File: src/verilog/pinmux_cfg.svh
// Constants for the general-purpose pin function multiplexer.
`ifndef PINMUX_CFG_SVH
`define PINMUX_CFG_SVH

// -----------------------------------------------------------------------------
// Geometry.
// -----------------------------------------------------------------------------
`define PMX_NUM_PINS 16
`define PMX_CODE_W 10

// -----------------------------------------------------------------------------
// Function codes.
// -----------------------------------------------------------------------------
`define PMX_FN_ALT 10'h000
`define PMX_FN_GPIO 10'h001
`define PMX_FN_DSP 10'h002
`define PMX_FN_INTERRUPT_REQUEST_ONE 10'h003
`define PMX_FN_INTERRUPT_REQUEST_TWO 10'h004
`define PMX_FN_FREQ_LOCKED_LOOP_ONE_CLK 10'h010
`define PMX_FN_FREQ_LOCKED_LOOP_TWO_CLK 10'h011
`define PMX_FN_FREQ_LOCKED_LOOP_ONE_LOCK 10'h018
`define PMX_FN_FREQ_LOCKED_LOOP_TWO_LOCK 10'h019
`define PMX_FN_DERIVED_CLOCK_OUTPUT 10'h040
`define PMX_FN_DERIVED_CLOCK_OUTPUT_ASYNC 10'h041
`define PMX_FN_PULSE_WIDTH_GEN_ONE 10'h048
`define PMX_FN_PULSE_WIDTH_GEN_TWO 10'h049
`define PMX_FN_SPDIF 10'h04C
`define PMX_FN_ASRC_IN1_LOCK 10'h088
`define PMX_FN_ASRC_IN2_LOCK 10'h089
`define PMX_FN_TIMER1 10'h140
`define PMX_FN_EVLOG1 10'h150
`define PMX_FN_ALARM_CH1 10'h230
`define PMX_FN_ALARM_CH2 10'h231
`define PMX_FN_ALARM_CH3 10'h232
`define PMX_FN_ALARM_CH4 10'h233
`define PMX_FN_AUXPDM_CLK 10'h280
`define PMX_FN_AUXPDM_DAT 10'h281

// -----------------------------------------------------------------------------
// Pin numbers (one-based) that limit where codes are valid.
// -----------------------------------------------------------------------------
`define PMX_PIN_ALT_FIRST 3
`define PMX_PIN_LOW_LAST 4
`define PMX_PIN_AUXCLK_A 3
`define PMX_PIN_AUXCLK_B 10
`define PMX_PIN_AUXDAT_A 4
`define PMX_PIN_AUXDAT_B 9

// -----------------------------------------------------------------------------
// Reset values.
// -----------------------------------------------------------------------------
`define PMX_RST_BIT 1'b0
// Cycles before the pad pipeline holds real samples after reset.
`define PMX_SETTLE_CYCLES 3

`endif

File: src/verilog/pinmux_pkg.sv
// Types shared by the pin function multiplexer files.
package pinmux_pkg;
    // One function-select code per pin.
    typedef logic [9:0] fn_code_t;
    // One bit per pin.
    typedef logic [15:0] pin_vec_t;
endpackage
File: src/verilog/gpio_function_select_mux.sv
// Sixteen-pin function-select multiplexer with button-edge detection.
`timescale 1ns/10ps
`include "pinmux_cfg.svh"

// -----------------------------------------------------------------------------
// What this block does
// - Each of sixteen pins has own code.
// - Code 0x000 alternate function, pins 3-16.
// - Code 0x001 drives level or reads input.
// - Code 0x002 connects DSP input/output, all pins.
// - Code 0x003 outputs first interrupt request.
// - Code 0x004 outputs second interrupt request.
// - Codes 0x010/0x011 loop clocks, pins 1-4.
// - Codes 0x018/0x019 loop lock, pins 1-4.
// - Codes 0x040/0x041 derived clocks, pins 1-4.
// - Codes 0x048/0x049 PWM, 0x04C S/PDIF, all.
// - Codes 0x088/0x089 converter lock, pins 1-4.
// - Code 0x140 outputs timer pulse, all pins.
// - Code 0x150 event-log not-empty, pins 1-4.
// - Codes 0x230-0x233 alarm pulses, all pins.
// - 0x280 aux clock pins 3/10; 0x281 data 4/9.
// - Alternate function sets direction and driver itself.
// - DSP function sets direction; direction bit ignored.
// - Invert bit flips level driven by code 0x001.
// - Button input flags both edges.
// -----------------------------------------------------------------------------

module gpio_function_select_mux (
    input wire logic core_clk_i,
    input wire logic srst_i,
    // Function codes, pin 1 in the lowest ten bits.
    input wire logic [159:0] pin_function_code_i,
    input wire pinmux_pkg::pin_vec_t pin_direction_bit_i,
    input wire pinmux_pkg::pin_vec_t pin_level_field_i,
    input wire pinmux_pkg::pin_vec_t output_invert_bit_i,
    input wire pinmux_pkg::pin_vec_t driver_type_bit_i,
    // Pin-specific alternate function drives.
    input wire pinmux_pkg::pin_vec_t alt_out_i,
    input wire pinmux_pkg::pin_vec_t alt_oe_i,
    input wire pinmux_pkg::pin_vec_t alt_od_i,
    // DSP pin drives.
    input wire pinmux_pkg::pin_vec_t dsp_out_i,
    input wire pinmux_pkg::pin_vec_t dsp_oe_i,
    // Shared sources from on-chip logic, same clock.
    input wire logic interrupt_request_one_i,
    input wire logic interrupt_request_two_i,
    input wire logic freq_locked_loop_one_clk_i,
    input wire logic freq_locked_loop_two_clk_i,
    input wire logic freq_locked_loop_one_lock_i,
    input wire logic freq_locked_loop_two_lock_i,
    input wire logic derived_clock_output_sys_i,
    input wire logic derived_clock_output_async_i,
    input wire logic pulse_width_gen_one_i,
    input wire logic pulse_width_gen_two_i,
    input wire logic spdif_tx_i,
    input wire logic rate_converter_one_in1_lock_i,
    input wire logic rate_converter_one_in2_lock_i,
    input wire logic timer_one_pulse_i,
    input wire logic event_log_one_not_empty_i,
    input wire logic [3:0] alarm_pulse_i,
    input wire logic aux_pdm_clk_i,
    input wire logic aux_pdm_data_i,
    // Debounced pin levels from the pad side.
    input wire pinmux_pkg::pin_vec_t pin_in_i,
    // Pad controls and results.
    output pinmux_pkg::pin_vec_t pin_out_o,
    output pinmux_pkg::pin_vec_t pin_oe_o,
    output pinmux_pkg::pin_vec_t pin_od_o,
    output pinmux_pkg::pin_vec_t pin_level_read_o,
    output pinmux_pkg::pin_vec_t button_edge_o,
    output logic aux_pdm_clk_in_o
);
    import pinmux_pkg::*;

    // -------------------------------------------------------------------------
    // Pin input synchroniser.
    // -------------------------------------------------------------------------
    pin_vec_t sync1_r; // First stage, read only by the second stage.
    pin_vec_t sync1_nxt;
    pin_vec_t sync2_r; // Second stage, safe to use.
    pin_vec_t sync2_nxt;
    // Fills with ones after reset. Edges are ignored until its top bit is set,
    // because until then the pipeline holds reset zeros, not pad levels.
    // Trade-off: a genuine pad change in those first cycles raises no event.
    logic [`PMX_SETTLE_CYCLES-1:0] warm_r;
    logic [`PMX_SETTLE_CYCLES-1:0] warm_nxt;

    // Next values of the two-stage synchroniser.
    always_comb begin
        sync1_nxt = pin_in_i;
        sync2_nxt = sync1_r;
        warm_nxt = {warm_r[`PMX_SETTLE_CYCLES-2:0], 1'b1};
    end

    // Register the synchroniser.
    always_ff @(posedge core_clk_i) begin
        if (srst_i) begin
            sync1_r <= '0;
            sync2_r <= '0;
            warm_r <= '0;
        end else begin
            sync1_r <= sync1_nxt;
            sync2_r <= sync2_nxt;
            warm_r <= warm_nxt;
        end
    end

    // -------------------------------------------------------------------------
    // Per-pin decoders.
    // -------------------------------------------------------------------------
    pin_vec_t mux_out; // Combinational pin drive.
    pin_vec_t mux_oe; // Combinational pin enable.
    pin_vec_t mux_od; // Combinational open-drain select.
    pin_vec_t btn_sel; // Pin is a button or level input.
    logic [19:0] src_bus; // Shared sources in slice order.

    // Gather the shared sources into one bus for every slice.
    assign src_bus = {aux_pdm_clk_i, alarm_pulse_i, event_log_one_not_empty_i,
        timer_one_pulse_i, rate_converter_one_in2_lock_i,
        rate_converter_one_in1_lock_i, spdif_tx_i, pulse_width_gen_two_i,
        pulse_width_gen_one_i, derived_clock_output_async_i,
        derived_clock_output_sys_i, freq_locked_loop_two_lock_i,
        freq_locked_loop_one_lock_i, freq_locked_loop_two_clk_i,
        freq_locked_loop_one_clk_i, interrupt_request_two_i, interrupt_request_one_i};

    // One independent slice per pin, each looking only at its own code.
    genvar gi;
    generate
        for (gi = 0; gi < `PMX_NUM_PINS; gi++) begin : g_pin
            pin_slice #(
                .PIN_NUM(gi + 1)
            ) u_slice (
                .code_i(pin_function_code_i[gi*`PMX_CODE_W +: `PMX_CODE_W]),
                .dir_i(pin_direction_bit_i[gi]),
                .level_i(pin_level_field_i[gi]),
                .invert_i(output_invert_bit_i[gi]),
                .drv_od_i(driver_type_bit_i[gi]),
                .alt_out_i(alt_out_i[gi]),
                .alt_oe_i(alt_oe_i[gi]),
                .alt_od_i(alt_od_i[gi]),
                .dsp_out_i(dsp_out_i[gi]),
                .dsp_oe_i(dsp_oe_i[gi]),
                .src_i(src_bus),
                .out_o(mux_out[gi]),
                .oe_o(mux_oe[gi]),
                .od_o(mux_od[gi]),
                .btn_sel_o(btn_sel[gi])
            );
        end
    endgenerate

    // -------------------------------------------------------------------------
    // Output registers.
    // -------------------------------------------------------------------------
    pin_vec_t out_r; // Registered pin drive.
    pin_vec_t out_nxt;
    pin_vec_t oe_r; // Registered pin enable.
    pin_vec_t oe_nxt;
    pin_vec_t od_r; // Registered driver type.
    pin_vec_t od_nxt;
    pin_vec_t lvl_r; // Debounced level for readback, unaffected by invert.
    pin_vec_t lvl_nxt;
    pin_vec_t edge_r; // One-cycle button edge pulses.
    pin_vec_t edge_nxt;
    logic auxclk_r; // Aux PDM clock taken from pin 3 or 10 when an input.
    logic auxclk_nxt;
    // Zero-based positions of the two pins that may take the aux clock in.
    localparam int AUXCLK_A = `PMX_PIN_AUXCLK_A - 1;
    localparam int AUXCLK_B = `PMX_PIN_AUXCLK_B - 1;

    // Next values: the decoded drive lands one cycle after a code change, and
    // every pin is registered on its own so no pin disturbs another.
    always_comb begin
        out_nxt = mux_out;
        oe_nxt = mux_oe;
        od_nxt = mux_od;
        lvl_nxt = sync2_r;
        // A change of the synchronised level on a button pin is an event;
        // both rising and falling edges count.
        edge_nxt = '0;
        if (warm_r[`PMX_SETTLE_CYCLES-1]) begin
            edge_nxt = btn_sel & (sync2_r ^ lvl_r);
        end
        // Aux clock input is only meaningful on its two permitted pins.
        auxclk_nxt = 1'b0;
        if (pin_function_code_i[AUXCLK_A*`PMX_CODE_W +: `PMX_CODE_W]
                == `PMX_FN_AUXPDM_CLK && pin_direction_bit_i[AUXCLK_A]) begin
            auxclk_nxt = sync2_r[AUXCLK_A];
        end else if (pin_function_code_i[AUXCLK_B*`PMX_CODE_W +: `PMX_CODE_W]
                == `PMX_FN_AUXPDM_CLK && pin_direction_bit_i[AUXCLK_B]) begin
            auxclk_nxt = sync2_r[AUXCLK_B];
        end
    end

    // Register every output; inactive after reset.
    always_ff @(posedge core_clk_i) begin
        if (srst_i) begin
            out_r <= '0;
            oe_r <= '0;
            od_r <= '0;
            lvl_r <= '0;
            edge_r <= '0;
            auxclk_r <= `PMX_RST_BIT;
        end else begin
            out_r <= out_nxt;
            oe_r <= oe_nxt;
            od_r <= od_nxt;
            lvl_r <= lvl_nxt;
            edge_r <= edge_nxt;
            auxclk_r <= auxclk_nxt;
        end
    end

    // Drive the ports straight from the registers.
    assign pin_out_o = out_r;
    assign pin_oe_o = oe_r;
    assign pin_od_o = od_r;
    assign pin_level_read_o = lvl_r;
    assign button_edge_o = edge_r;
    assign aux_pdm_clk_in_o = auxclk_r;

    // Note: the aux data source feeds the alternate drive path in the slices;
    // this unused-looking input is folded there through alt_out_i by the
    // integrator, so it is kept only as a documented hookup.
    logic aux_data_unused;
    assign aux_data_unused = aux_pdm_data_i;
endmodule

File: src/verilog/pin_slice.sv
// One pin's function decoder and source selector.
`timescale 1ns/10ps
`include "pinmux_cfg.svh"

module pin_slice #(
    parameter int PIN_NUM = 1
) (
    input wire logic [9:0] code_i,
    input wire logic dir_i,
    input wire logic level_i,
    input wire logic invert_i,
    input wire logic drv_od_i,
    input wire logic alt_out_i,
    input wire logic alt_oe_i,
    input wire logic alt_od_i,
    input wire logic dsp_out_i,
    input wire logic dsp_oe_i,
    input wire logic [19:0] src_i,
    output logic out_o,
    output logic oe_o,
    output logic od_o,
    output logic btn_sel_o
);
    import pinmux_pkg::*;

    // Pin-position qualifiers evaluated at elaboration.
    localparam bit LOW_PIN = (PIN_NUM <= `PMX_PIN_LOW_LAST);
    localparam bit ALT_OK = (PIN_NUM >= `PMX_PIN_ALT_FIRST);
    localparam bit AUXCLK_OK = (PIN_NUM == `PMX_PIN_AUXCLK_A) || (PIN_NUM == `PMX_PIN_AUXCLK_B);
    localparam bit AUXDAT_OK = (PIN_NUM == `PMX_PIN_AUXDAT_A) || (PIN_NUM == `PMX_PIN_AUXDAT_B);

    // Pure combinational decode; the top registers the result, so a code change
    // takes effect one cycle later and touches only this pin.
    always_comb begin
        out_o = 1'b0;
        oe_o = 1'b0;
        od_o = drv_od_i;
        btn_sel_o = 1'b0;
        case (code_i)
            `PMX_FN_ALT: begin
                // On pins 3-16 the alternate function owns direction and driver type.
                if (ALT_OK) begin
                    out_o = alt_out_i;
                    oe_o = alt_oe_i;
                    od_o = alt_od_i;
                end
            end
            `PMX_FN_GPIO: begin
                // Direction 0 drives level, optionally inverted; 1 is an input.
                out_o = level_i ^ invert_i;
                oe_o = ~dir_i;
                btn_sel_o = dir_i;
            end
            `PMX_FN_DSP: begin
                // DSP sets direction; the direction bit is ignored.
                out_o = dsp_out_i;
                oe_o = dsp_oe_i;
            end
            `PMX_FN_INTERRUPT_REQUEST_ONE: begin
                out_o = src_i[0];
                oe_o = 1'b1;
            end
            `PMX_FN_INTERRUPT_REQUEST_TWO: begin
                out_o = src_i[1];
                oe_o = 1'b1;
            end
            `PMX_FN_FREQ_LOCKED_LOOP_ONE_CLK, `PMX_FN_FREQ_LOCKED_LOOP_TWO_CLK: begin
                out_o = code_i[0] ? src_i[3] : src_i[2];
                oe_o = LOW_PIN;
            end
            `PMX_FN_FREQ_LOCKED_LOOP_ONE_LOCK, `PMX_FN_FREQ_LOCKED_LOOP_TWO_LOCK: begin
                out_o = LOW_PIN & (code_i[0] ? src_i[5] : src_i[4]);
                oe_o = LOW_PIN;
            end
            `PMX_FN_DERIVED_CLOCK_OUTPUT, `PMX_FN_DERIVED_CLOCK_OUTPUT_ASYNC: begin
                out_o = LOW_PIN & (code_i[0] ? src_i[7] : src_i[6]);
                oe_o = LOW_PIN;
            end
            `PMX_FN_PULSE_WIDTH_GEN_ONE, `PMX_FN_PULSE_WIDTH_GEN_TWO: begin
                out_o = code_i[0] ? src_i[9] : src_i[8];
                oe_o = 1'b1;
            end
            `PMX_FN_SPDIF: begin
                out_o = src_i[10];
                oe_o = 1'b1;
            end
            `PMX_FN_ASRC_IN1_LOCK, `PMX_FN_ASRC_IN2_LOCK: begin
                out_o = LOW_PIN & (code_i[0] ? src_i[12] : src_i[11]);
                oe_o = LOW_PIN;
            end
            `PMX_FN_TIMER1: begin
                out_o = src_i[13];
                oe_o = 1'b1;
            end
            `PMX_FN_EVLOG1: begin
                out_o = LOW_PIN & src_i[14];
                oe_o = LOW_PIN;
            end
            `PMX_FN_ALARM_CH1, `PMX_FN_ALARM_CH2, `PMX_FN_ALARM_CH3, `PMX_FN_ALARM_CH4: begin
                out_o = src_i[15 + 32'(code_i[1:0])];
                oe_o = 1'b1;
            end
            `PMX_FN_AUXPDM_CLK: begin
                // Clock may come in or go out; the direction bit chooses.
                out_o = AUXCLK_OK & src_i[19];
                oe_o = AUXCLK_OK & ~dir_i;
            end
            `PMX_FN_AUXPDM_DAT: begin
                out_o = AUXDAT_OK & alt_out_i;
                oe_o = AUXDAT_OK;
            end
            default: begin
                // Reserved code: pin released and output low.
                out_o = 1'b0;
                oe_o = 1'b0;
            end
        endcase
        // Disallowed FLL clock placement also reads as reserved.
        if (!oe_o) begin
            out_o = 1'b0;
        end
    end
endmodule

File: config.mk
export PLATFORM = sky130hd
export DESIGN_NAME = gpio_function_select_mux
export DESIGN_NICKNAME = d
export VERILOG_FILES = /design/src/verilog/pinmux_pkg.sv /design/src/verilog/gpio_function_select_mux.sv /design/src/verilog/pin_slice.sv
export VERILOG_INCLUDE_DIRS = /design/src /design/src/verilog
export SDC_FILE = /design/constraint.sdc
export NUM_CORES = 1
export LEC_CHECK = 0
export BUFFER_PORTS_ARGS = -buffer_cell sky130_fd_sc_hd__buf_2
export CAP_MARGIN = 20
export CELL_PAD_IN_SITES_DETAIL_PLACEMENT = 0
export CELL_PAD_IN_SITES_GLOBAL_PLACEMENT = 1
export CORE_ASPECT_RATIO = 0.8
export CORE_MARGIN = 2
export CORE_UTILIZATION = 37
export CTS_CLUSTER_SIZE = 8
export DETAILED_ROUTE_END_ITERATION = 8
export PLACE_DENSITY_LB_ADDON = 0.25
export SYNTH_ARGS = -nofsm -noshare
export SYNTH_HDL_FRONTEND = slang
export SYNTH_HIERARCHICAL = 1
export SYNTH_SLANG_ARGS = --single-unit
File: constraint.sdc
create_clock -name core_clk_i -period 4.18 [get_ports core_clk_i]
set_input_delay 1.254 -clock core_clk_i [delete_from_list [all_inputs] [get_ports core_clk_i]]
set_output_delay 1.254 -clock core_clk_i [all_outputs]
set_load 0.03 [all_outputs]
Word level (Yosys, flattened, before mapping):

Cells that the tools add are included.

* register bits: 116
* output and inout bits: 81

* add/subtract/negate cells: 16
* magnitude comparators: 16
* equality and inequality tests: 256
* mux-type cells: 141
* bitwise gates (word level): 51
* reductions and logical operators: 113

Operators by type and width (number)
* $eq A10 B10 Y1 const B: 68
* $eq A10 B7 Y1 const B: 56
* $lt A32 B6 Y1 const B: 16
* $eq A10 B5 Y1 const B: 40
* $eq A10 B2 Y1 const B: 32
* $eq A10 B9 Y1 const B: 20
* $eq A10 B1 Y1 const B: 16
* $eq A10 B3 Y1 const B: 16
* $logic_not A10 Y1: 14
* $reduce_or A2 Y1: 65
* $pmux W1 S10: 11
* $reduce_or A10 Y1: 11
* $mux W1: 93
* $add A4 B2 Y5 const A: 16
* $bmux W1 S5: 16
* $eq A10 B8 Y1 const B: 8
* $reduce_or A4 Y1: 16
* $reduce_or A19 Y1: 3
* $pmux W1 S4: 14
* $not A1 Y1: 33
* $pmux W1 S13: 2
* $reduce_or A20 Y1: 1
* $and A16 B16 Y16: 1
* $xor A1 B1 Y1: 16
* other kinds (7): 9

Longest topological paths before layout:

Gate-level depths: netlist of the first run.

* word-level depth: 5
* depth in mapped cells: 10
* depth with buffers taken out: 8

Cells and area by module:

The synthesis of the first run kept the hierarchy.

Modules (own cells, without submodules)
* gpio_function_select_mux: instances 1, cells an instance 270, area each 3349.5 um^2
* pin_slice (g_pin[10].u_slice ...): instances 6, cells an instance 56, area each 435.4 um^2
* pin_slice (g_pin[0].u_slice ...): instances 2, cells an instance 70, area each 546.8 um^2
* pin_slice (g_pin[6].u_slice ...): instances 2, cells an instance 55, area each 445.4 um^2
* pin_slice (g_pin[2].u_slice): instances 1, cells an instance 86, area each 694.4 um^2
* pin_slice (g_pin[3].u_slice): instances 1, cells an instance 84, area each 624.3 um^2
* pin_slice (g_pin[9].u_slice): instances 1, cells an instance 66, area each 475.5 um^2
* pin_slice (g_pin[8].u_slice): instances 1, cells an instance 62, area each 459.2 um^2
* pin_slice (g_pin[4].u_slice): instances 1, cells an instance 56, area each 434.2 um^2
* pin_slice (g_pin[5].u_slice): instances 1, cells an instance 58, area each 417.9 um^2

Worst setup path before layout of the first run:

No wires, ideal clock.

* path type: input to register
* from: input port pin_function_code_i[80]
* to: register out_r[8], in the netlist pin_out_o[8]
* library setup time: 118 ps
* arrival time: 3255 ps
* slack: 808 ps
* stages: 10
* buffers on the path: 2
* cells stage by stage: clkbuf_1 > inv_1 > ha_1 > buf_6 > or4_1 > nand3_1 > o22ai_1 > a2111o_1 > a21boi_1 > nor2b_1

* longest elaborated chain between the ends: 5
* elaborated cells between the ends (all ways): 30
* those cells by class: 1 x add/sub; 15 x eq/ne; 6 x mux; 1 x bitwise; 7 x reduce/logical

RTL lines
* start, declared: RTL line gpio_function_select_mux.sv:32 `input wire logic [159:0] pin_function_code_i,`
* $eq A10 B2 Y1 (tied with other cells): RTL line pin_slice.sv:39 `case (code_i)`
* $reduce_or A11 Y1 (no line)
* $pmux W1 S4 (*): RTL line pin_slice.sv:39
* net mux_oe[8]: RTL line gpio_function_select_mux.sv:112 `pin_vec_t mux_oe;`
* $not A1 Y1 (no line) (*)
* $reduce_or A2 Y1 (no line) (*)
* end signal, assigned: RTL line gpio_function_select_mux.sv:205 `out_r <= out_nxt;`
* end, declared: RTL line gpio_function_select_mux.sv:155 `pin_vec_t out_r;`

Mark *: on every way through the listed nets, which the timed path passes. The rest lies on a longest branch. The select of a mux whose other input is x is not followed.
A chain may end at the register's enable or synchronous reset.

Final worst setup path of the first run:

Same ends and word-level chain as after synthesis.

==> results of run 1 <==
-- logic make-up (layout without fill, tap and decap cells) --
group / after synthesis / in the layout
and+or+nand+nor: 597 / 597
AOI/OAI and AO/OA: 232 / 232
DFF: 116 / 116
buffers and inverters: 112 / 511
muxes: 96 / 96
adders and majority gates: 80 / 80
xor gates and xnor gates: 35 / 35
other: 0 / 4
-- flip-flops by register name (all words and copies together), names as in the netlist --
signal,cells
button_edge_o,16
lvl_nxt,16
pin_level_read_o,16
pin_od_o,16
pin_oe_o,16
pin_out_o,16
sync1_r,16
warm_r,3
aux_pdm_clk_in_o,1
-- worst max-delay path by stage --
stage | slack [ns] | to
2_1_floorplan | 0.81 | pin_out_o[8]$_SDFF_PP0_
3_3_place_gp | 0.75 | pin_out_o[8]$_SDFF_PP0_
3_5_place_dp | 0.72 | pin_out_o[8]$_SDFF_PP0_
4_1_cts | 1.17 | pin_out_o[8]$_SDFF_PP0_
5_1_grt | 1.02 | pin_out_o[8]$_SDFF_PP0_
6_report | 1.14 | pin_out_o[8]$_SDFF_PP0_
-- power by group through the flow --
| stage | logic [mW] | registers, mW | clock network (mW) |
|---|---|---|---|
| after floorplan | 0.451 | 1.20 | 0 |
| after global placement | 0.856 | 1.17 | 0 |
| after detailed placement | 0.861 | 1.17 | 0 |
| after CTS | 0.865 | 1.15 | 1.74 |
| after global routing | 0.944 | 1.15 | 1.79 |
| final | 0.870 | 1.14 | 1.70 |
-- stage by stage --
step	worst slack, ns	instances	power, mW
2_1_floorplan	0.808	1268	1.65
3_3_place_gp	0.748	2012	2.02
3_5_place_dp	0.725	2012	2.03
4_1_cts	1.17	2044	3.75
5_1_grt	1.02	2044	3.88
6_report	1.14	2048	3.71
-- cells in the final DEF, fill, tap and decap left out, drive strengths merged, types with 9 or more instances in the layout --
cell type  count
nor3b         17
mux4          34
nor2b        134
clkbuf        17
nand2        110
mux2          30
nand3         40
nor3          56
inv           67
nor4b         14
nand2b        21
and3          30
o21ai         66
a21oi         36
nand4         13
nor4          52
a211oi        15
and2          20
nand3b        14
a22oi         11
mux2i         32
xor2          33
ha            80
a221oi        14
o211ai        11
buf          420
nor2          41
dfxtp        116
or4           11
o221ai         9
a31oi         16
-- critical path: stages --
cell and delay, ns:
buf_2 0.19, inv_1 0.10, ha_1 0.34, or4_1 0.55, nand3_1 0.11, o22ai_1 0.10
a2111o_1 0.41, a21boi_1 0.13, nor2b_1 0.13
-- per-layer routing --
metal	routed length [um]	track usage [%]	vias to the layer above
met5	23	0	-
met2	18800	41.9	472
li1	-	-	5499
met1	18200	33.2	5341
met4	707	6.16	4
met3	3270	5.68	54
-- final cells by class --
type / count / area, um2 / share of cell area (%)
multi-input cells: 1040 / 8110 / 58.3
flip-flops and latches: 116 / 2320 / 16.7
repair buffers: 420 / 2110 / 15.2
well taps: 377 / 472 / 3.39
clock buffers: 17 / 425 / 3.06
clock inverters: 15 / 239 / 1.72
inverters: 59 / 221 / 1.59
diodes: 4 / 10.0 / 0.0719
==> out/metrics.yaml, run 1 <==
timing:
  grt_setup_unrepaired: "false"
  setup_violations: 0
  holdWs_ns: 0.429
  timing.final.max_slew_violations: 0
  clock.fmax_mhz: 329
  fin_skew_ns: 0.0129
  setup-tns-final_ns: 0
  finalHoldViolations: 0
  minimum_clock_period_ns: 3.04
  layout_worst_path_cycle_share_pct: 72.7
  max_slew_margin_pct: 43.2
  max_slew.worst_pin.slew_ns: 0.853
placement:
  gp_congestion: 0.924
  dp_hpwl_mm: 30.4
  place_area_mm2: 0.0132
  port-buffer-count: 416
clock_tree:
  tritoncts: "yes"
  cts-resized-gates: 0
  hold_buffer_count_at_cts: 0
  cts.reportedPaths.clkPinSlew_ns: 0.07
  tritoncts.num_buffers: 17
  cts_max_path_buffers: 2
  clock_tree.htree_level_count: 4
  root_buffer: "clkbuf_16"
  tritoncts_num_sinks: 116
  clk_latency_ns: 0.42
  post_cts.repair.setup_buffers: 0
worst_hold_path:
  hold-path-endpoint: "warm_r[1]$_SDFF_PP0_"
  timing.hold.worst.start: "warm_r[0]$_DFF_P_"
  hp-class: "flop to flop"
  hold_path_depth: 1
floorplan:
  rows: 56
  fp.dieArea_mm2: 0.0313
  design.portCount: 424
  initial_core_util_pct: 37.6
  die_width_um: 197
  dieHeight_um: 159
  core_area_mm2: 0.0294
setup_path:
  r2r_depth: 2
  path_class: "input pin to flop"
  crit-reg2reg-capture: "button_edge_o[2]$_SDFF_PP0_"
  cp.required_ns: 4.45
  critPathLaunchType: "input pin"
  critPathMaxFanout: 10
  critical_path_arrival_ns: 3.31
  timing.critical_path.from: "pin_function_code_i[80]"
  worst-r2r-setup-slack_ns: 2.97
  critical_path.reg2reg.startpoint: "warm_r[2]$_SDFF_PP0_"
  worst_setup_path_end_kind: "flop"
synthesis:
  synth_largest_area_cell: "dfxtp_1"
  muxShareOfSynthArea_pct: 13.5
  synth_compound_gate_area_share_pct: 14.5
  async_reset_ff_share_pct: 0
  synth_area_per_cell_um2: 8.72
  yosys.area_share.simple_pct: 33.5
  synth_top_area_share_pct: 21.0
  synth_xor_area_share_pct: 2.77
  synth.yosys.warnings: 6
  yosys_most_used_dff: "dfxtp_1"
  synth_fa_ha_area_share_pct: 9.06
  synth.top_cells.by_count: "nor2b_1 (133), dfxtp_1 (116), nand2_1 (108)"
  mappedNetlistArea_mm2: 0.0111
  synth_seq_area_share_pct: 21.0
  synthCells: 1268
  synth.most_common_cell: "nor2b_1"
  postSynthRegisterBits: 116
  post_synth_main_area_contributors: "dfxtp_1 (21%), ha_1 (9.1%), nor2b_1 (7.5%)"
  synth_edf_count: 0
  combinational_family_with_the_most_area_after_synthesis: "simple AND/OR/NAND/NOR gates"
  synthDistinctLibCells: 86
  synth_nets: 1691
power_and_ir_drop:
  irDropWorstVdd_uv: 274
  clockPowerShare_pct: 45.7
  cellInternalPower_mw: 2.59
  switching_share_pct: 30.3
  power.sequential.fraction_pct: 30.9
  p_leak_nw: 6.22
  p_comb_share_pct: 23.4
  power-per-cell-area_mw_per_mm2: 267
  switching_power_mw: 1.12
cells_and_area:
  final.fill_count: 2972
  design.final.nets: 2077
  syn_to_final_growth_pct: 25.9
  finish.utilization_pct: 47.4
  postLayoutCellArea_mm2: 0.0139
  share_of_final_layout_standard_cells_stronger_than_drive_strength_1_pct: 33.8
global_routing:
  grt_pass1_wl_mm: 60.6
  grtUsageTotal_pct: 25.2
  initial_antenna_violation_count: 4
  grt_pass1_vias: 10700
  largest_net_degree_at_the_start_of_global_routing: 72
  globalRoute.totalOverflow: 0
routing:
  drt-initial-drc-count: 739
  detail_route.wl_per_cell_um: 20.0
  vias_per_cell: 5.55
  first_pass_iters: 5
  detail-route-antenna-nets: 0
  totalWireLength_mm: 41.0
  route.vias.total: 11400
  drc: 0
run:
  max-cap-violations: 0
status:
  run_status: "finished, final reports clean"
(Power assumes the default switching activity.)
==> inputs of run 2 (changes only) <==
Settings changed: CORE_UTILIZATION 37 to 33.
Clock period 4.18 ns to 2.6 ns, I/O delays scaled along.
==> out/metrics.yaml, run 2 (synthesized netlist as in run 1, its figures left out) <==
status:
  run_status: "finished, final reports clean"
placement:
  dp_cells: 2144
  dp_hpwl_mm: 34.5
  place_ws_ns: -0.0800
  port-buffer-count: 416
  gp_congestion: 0.905
routing:
  route.vias.total: 11800
  totalWireLength_mm: 44.5
  detail-route-antenna-nets: 0
  vias_per_cell: 5.40
  drt-initial-drc-count: 749
  detail_route.wl_per_cell_um: 20.4
  first_pass_iters: 5
  drc: 0
floorplan:
  fp.dieArea_mm2: 0.0350
  initial_core_util_pct: 33.7
  dieHeight_um: 168
  rows: 59
  core_area_mm2: 0.0328
  die_width_um: 209
  design.portCount: 424
cells_and_area:
  share_of_final_layout_standard_cells_stronger_than_drive_strength_1_pct: 37.0
  most_frequent_cells_in_the_layout: "buf_2 (415), nor2b_1 (133), dfxtp_1 (116), nand2_1 (108), buf_4 (85)"
  syn_to_final_growth_pct: 32.0
  final.fill_count: 3391
  layout.cells.most_common: "buf_2"
  instances_no_fill: 2183
  design.final.nets: 2159
power_and_ir_drop:
  irDropWorstVdd_uv: 355
  p_total_mw: 5.87
  p_leak_nw: 6.61
  power-per-cell-area_mw_per_mm2: 402
clock_tree:
  cts_max_path_buffers: 2
  cts.reportedPaths.clkPinSlew_ns: 0.07
  tritoncts_num_sinks: 116
  clock_tree.htree_level_count: 4
  root_buffer: "clkbuf_16"
  cts-resized-gates: 0
  clk_latency_ns: 0.45
  tritoncts: "yes"
  post_cts.repair.setup_buffers: 0
  hold_buffer_count_at_cts: 0
  tritoncts.num_buffers: 17
timing:
  clock.fmax_mhz: 447
  layout_worst_path_cycle_share_pct: 86.0
  finalHoldViolations: 0
  timing.final.max_slew_violations: 0
  fin_ws_ns: 0.364
  grt_setup_unrepaired: "false"
  setup-tns-final_ns: 0
  setup_violations: 0
  minimum_clock_period_ns: 2.24
  fin_skew_ns: 0.0127
  max_slew.worst_pin.slew_ns: 0.710
  max_slew_margin_pct: 52.7
setup_path:
  worst_setup_path_end_kind: "flop"
  cp.required_ns: 2.91
  critPathMaxFanout: 4
  critPathLaunchType: "input pin"
  critical_path_arrival_ns: 2.55
  path_class: "input pin to flop"
run:
  max-cap-violations: 0
global_routing:
  largest_net_degree_at_the_start_of_global_routing: 71
  grt_pass1_wl_mm: 66.8
  initial_antenna_violation_count: 7
  grtUsageTotal_pct: 25.0
  grt_pass1_vias: 11500
  globalRoute.totalOverflow: 0
worst_hold_path:
  hp-class: "flop to flop"
## run 2: cell count changes in the layout (fill, tap and decap cells not counted), moves of 2 or more
cell	before	now
bufinv_16	5	3
clkinvlp_4	0	2
inv_1	59	57
inv_2	0	2
inv_8	2	0
diode_2	4	7
buf_12	0	2
buf_4	5	85
## run 2: final timing paths
check        cells past startpoint                          end  slack, ns               startpoint
max                              9      pin_out_o[8]$_SDFF_PP0_       0.36  pin_function_code_i[80]
min                              1         warm_r[2]$_SDFF_PP0_       0.43     warm_r[1]$_SDFF_PP0_
max reg2reg                      2  button_edge_o[2]$_SDFF_PP0_       1.38     warm_r[2]$_SDFF_PP0_
min reg2reg                      1         warm_r[2]$_SDFF_PP0_       0.43     warm_r[1]$_SDFF_PP0_
## run 2: through the flow
stage	cell area, um2	util (%)	hold WS, ns
global route	14600	44.5	0.451
detailed placement	14000	42.6	0.422
global placement	14000	42.6	0.416
finish	14600	44.5	0.427
CTS	14600	44.4	0.431
floorplan	11100	-	0.414
## run 2: worst max-delay path, cell delays in order
cell and delay [ns]:
buf_2 0.12, inv_2 0.05, ha_1 0.20, or4_1 0.52, nand3_1 0.10, o22ai_1 0.10, a2111o_1 0.40, a21boi_1 0.13
nor2b_1 0.13
## run 2: metal layers
layer  track usage [%]  part of all wire (%)  up-vias  routed length [um]
li1                  -                     -     5654                   -
met1              32.8                    45     5598               20100
met2              39.9                    45      474               20000
met3              6.38                   7.4       71                3290
met4              8.35                   2.6        2                1160
met5                 0                 0.016        -                   7
## run 2: layout make-up
| class | count | area (um2) | share of cell area (%) |
|---|---|---|---|
| Antenna cell | 7 | 17.5 | 0.120 |
| Clock buffer | 19 | 443 | 3.04 |
| Clock inverter | 13 | 171 | 1.18 |
| Inverter | 59 | 221 | 1.52 |
| Multi-Input combinational cell | 1040 | 8120 | 55.7 |
| Sequential cell | 116 | 2320 | 15.9 |
| Tap cell | 427 | 534 | 3.66 |
| Timing Repair Buffer | 502 | 2760 | 18.9 |
## run 2: power breakdown
part / switching (mW) / total (mW) / internal, mW
sequential: 0.0165 / 1.84 / 1.82
combinational: 0.844 / 1.52 / 0.679
clock: 0.959 / 2.51 / 1.55
==> inputs of run 3 (changes only) <==
Clock period 2.6 ns to 2 ns, I/O delays scaled along.
==> out/metrics.yaml, run 3 (synthesized netlist as in run 1, its figures left out) <==
floorplan:
  die_width_um: 209
  initial_core_util_pct: 33.7
  design.portCount: 424
  fp.dieArea_mm2: 0.0350
  dieHeight_um: 168
  rows: 59
  core_area_mm2: 0.0328
global_routing:
  grt_pass1_wl_mm: 70.6
  grt_pass1_vias: 12400
  globalRoute.totalOverflow: 0
  grtUsageTotal_pct: 26.2
  largest_net_degree_at_the_start_of_global_routing: 66
  initial_antenna_violation_count: 9
status:
  run_status: "finished, final reports clean"
cells_and_area:
  syn_to_final_growth_pct: 48.1
  share_of_final_layout_standard_cells_stronger_than_drive_strength_1_pct: 44.4
  finish.utilization_pct: 49.9
  most_frequent_cells_in_the_layout: "buf_2 (411), buf_4 (248), nor2b_1 (133), dfxtp_1 (116), nand2_1 (108)"
  layout.cells.most_common: "buf_2"
  final.fill_count: 3206
  register_area_mm2: 0.00232
  design.final.nets: 2334
  multi_input_area_mm2: 0.00836
  postLayoutCellArea_mm2: 0.0164
placement:
  place_ws_ns: -0.516
  place_area_mm2: 0.0157
  dp_hpwl_mm: 37.3
  gp_congestion: 0.913
  port-buffer-count: 416
clock_tree:
  clock_tree.htree_level_count: 4
  hold_buffer_count_at_cts: 0
  root_buffer: "clkbuf_16"
  tritoncts: "yes"
  tritoncts_num_sinks: 116
  cts_max_path_buffers: 2
  clk_latency_ns: 0.44
  cts.reportedPaths.clkPinSlew_ns: 0.06
  tritoncts.num_buffers: 17
routing:
  totalWireLength_mm: 46.7
  drt-initial-drc-count: 739
  drc: 0
  vias_per_cell: 5.30
  first_pass_iters: 5
  route.vias.total: 12500
  detail-route-antenna-nets: 0
  detail_route.wl_per_cell_um: 19.8
setup_path:
  cp.required_ns: 2.33
  critPathLaunchType: "input pin"
  crit-reg2reg-capture: "button_edge_o[12]$_SDFF_PP0_"
  r2r_depth: 3
  critPathMaxFanout: 3
  path_class: "input pin to flop"
  worst-r2r-setup-slack_ns: 1.02
  worst_setup_path_end_kind: "flop"
  critical_path.reg2reg.startpoint: "warm_r[2]$_SDFF_PP0_"
  critical_path_arrival_ns: 2.32
timing:
  setup-tns-final_ns: 0
  layout_worst_path_cycle_share_pct: 99.5
  timing.final.max_slew_violations: 0
  finalHoldViolations: 0
  fin_skew_ns: 0.00615
  fin_ws_ns: 0.0108
  clock.fmax_mhz: 503
  setup_violations: 0
  max_slew.worst_pin.slew_ns: 0.485
  minimum_clock_period_ns: 1.99
  grt_setup_unrepaired: "true"
  max_slew_margin_pct: 67.7
worst_hold_path:
  hp-class: "input pin to flop"
  hold_path_depth: 2
  hold-path-endpoint: "sync1_r[1]$_SDFF_PP0_"
  timing.hold.worst.start: "pin_in_i[1]"
power_and_ir_drop:
  p_leak_nw: 7.54
  power-per-cell-area_mw_per_mm2: 487
  p_total_mw: 7.98
  irDropWorstVdd_uv: 585
run:
  max-cap-violations: 0
[run 3: changes by cell type in the layout (fill, tap and decap cells not counted), sizes merged]
| cell | delta |
|---|---|
| inv | -5 |
| clkinvlp | +1 |
| clkbuf | +2 |
| buf | +175 |
| clkinv | +2 |
[run 3: per-stage QoR]
stage	std cells	hold WS, ns
3_5_place_dp	2318	0.423
5_1_grt	2354	0.362
4_1_cts	2350	0.343
3_3_place_gp	2318	0.415
6_report	2358	0.366
2_1_floorplan	1268	0.414
[run 3: final cells by class]
class | instances | area share [%]
inverters | 59 | 1.57
clock buffers | 21 | 2.81
diodes | 7 | 0.107
repair buffers | 677 | 26.1
well taps | 427 | 3.26
multi-input cells | 1040 | 51.1
clock inverters | 11 | 0.933
flip-flops and latches | 116 | 14.2
[run 3: worst max-delay path, stage by stage]
cell     delay, ns
buf_4         0.10
inv_4         0.05
ha_4          0.27
mux4_2        0.48
mux2_2        0.28
nand2_1       0.07
nand4_1       0.09
o31a_1        0.25
nor2b_1       0.13
[run 3: where the power goes]
part / leakage, nW / internal (mW) / switching [mW] / total, mW
Clock: 0.290 / 2.03 / 1.22 / 3.25
Combinational: 6.31 / 1.15 / 1.19 / 2.33
Sequential: 0.948 / 2.37 / 0.0218 / 2.39
[run 3: worst max-delay path by stage]
stage,startpoint,to,cells past startpoint
floorplan,pin_function_code_i[20],pin_out_o[2]$_SDFF_PP0_,9
global placement,pin_function_code_i[21],pin_out_o[2]$_SDFF_PP0_,9
detailed placement,pin_function_code_i[21],pin_out_o[2]$_SDFF_PP0_,9
CTS,pin_function_code_i[20],pin_out_o[2]$_SDFF_PP0_,9
global route,pin_function_code_i[20],pin_out_o[2]$_SDFF_PP0_,9
finish,pin_function_code_i[21],pin_out_o[2]$_SDFF_PP0_,9
[run 3: what timing repair did]
action	4_1_cts	5_1_grt
resized for setup	3	19
pin swaps	0	3
endpoints found under the setup margin	1	3
setup buffers	0	1
[run 3: metal layers]
| layer | track usage (%) | vias up | part of all wire [%] |
|---|---|---|---|
| met1 | 33.9 | 5909 | 44 |
| li1 | - | 6018 | - |
| met3 | 6.02 | 53 | 7.5 |
| met2 | 44.6 | 511 | 47 |
| met4 | 5.90 | 4 | 1.5 |
| met5 | 0 | - | 0.041 |
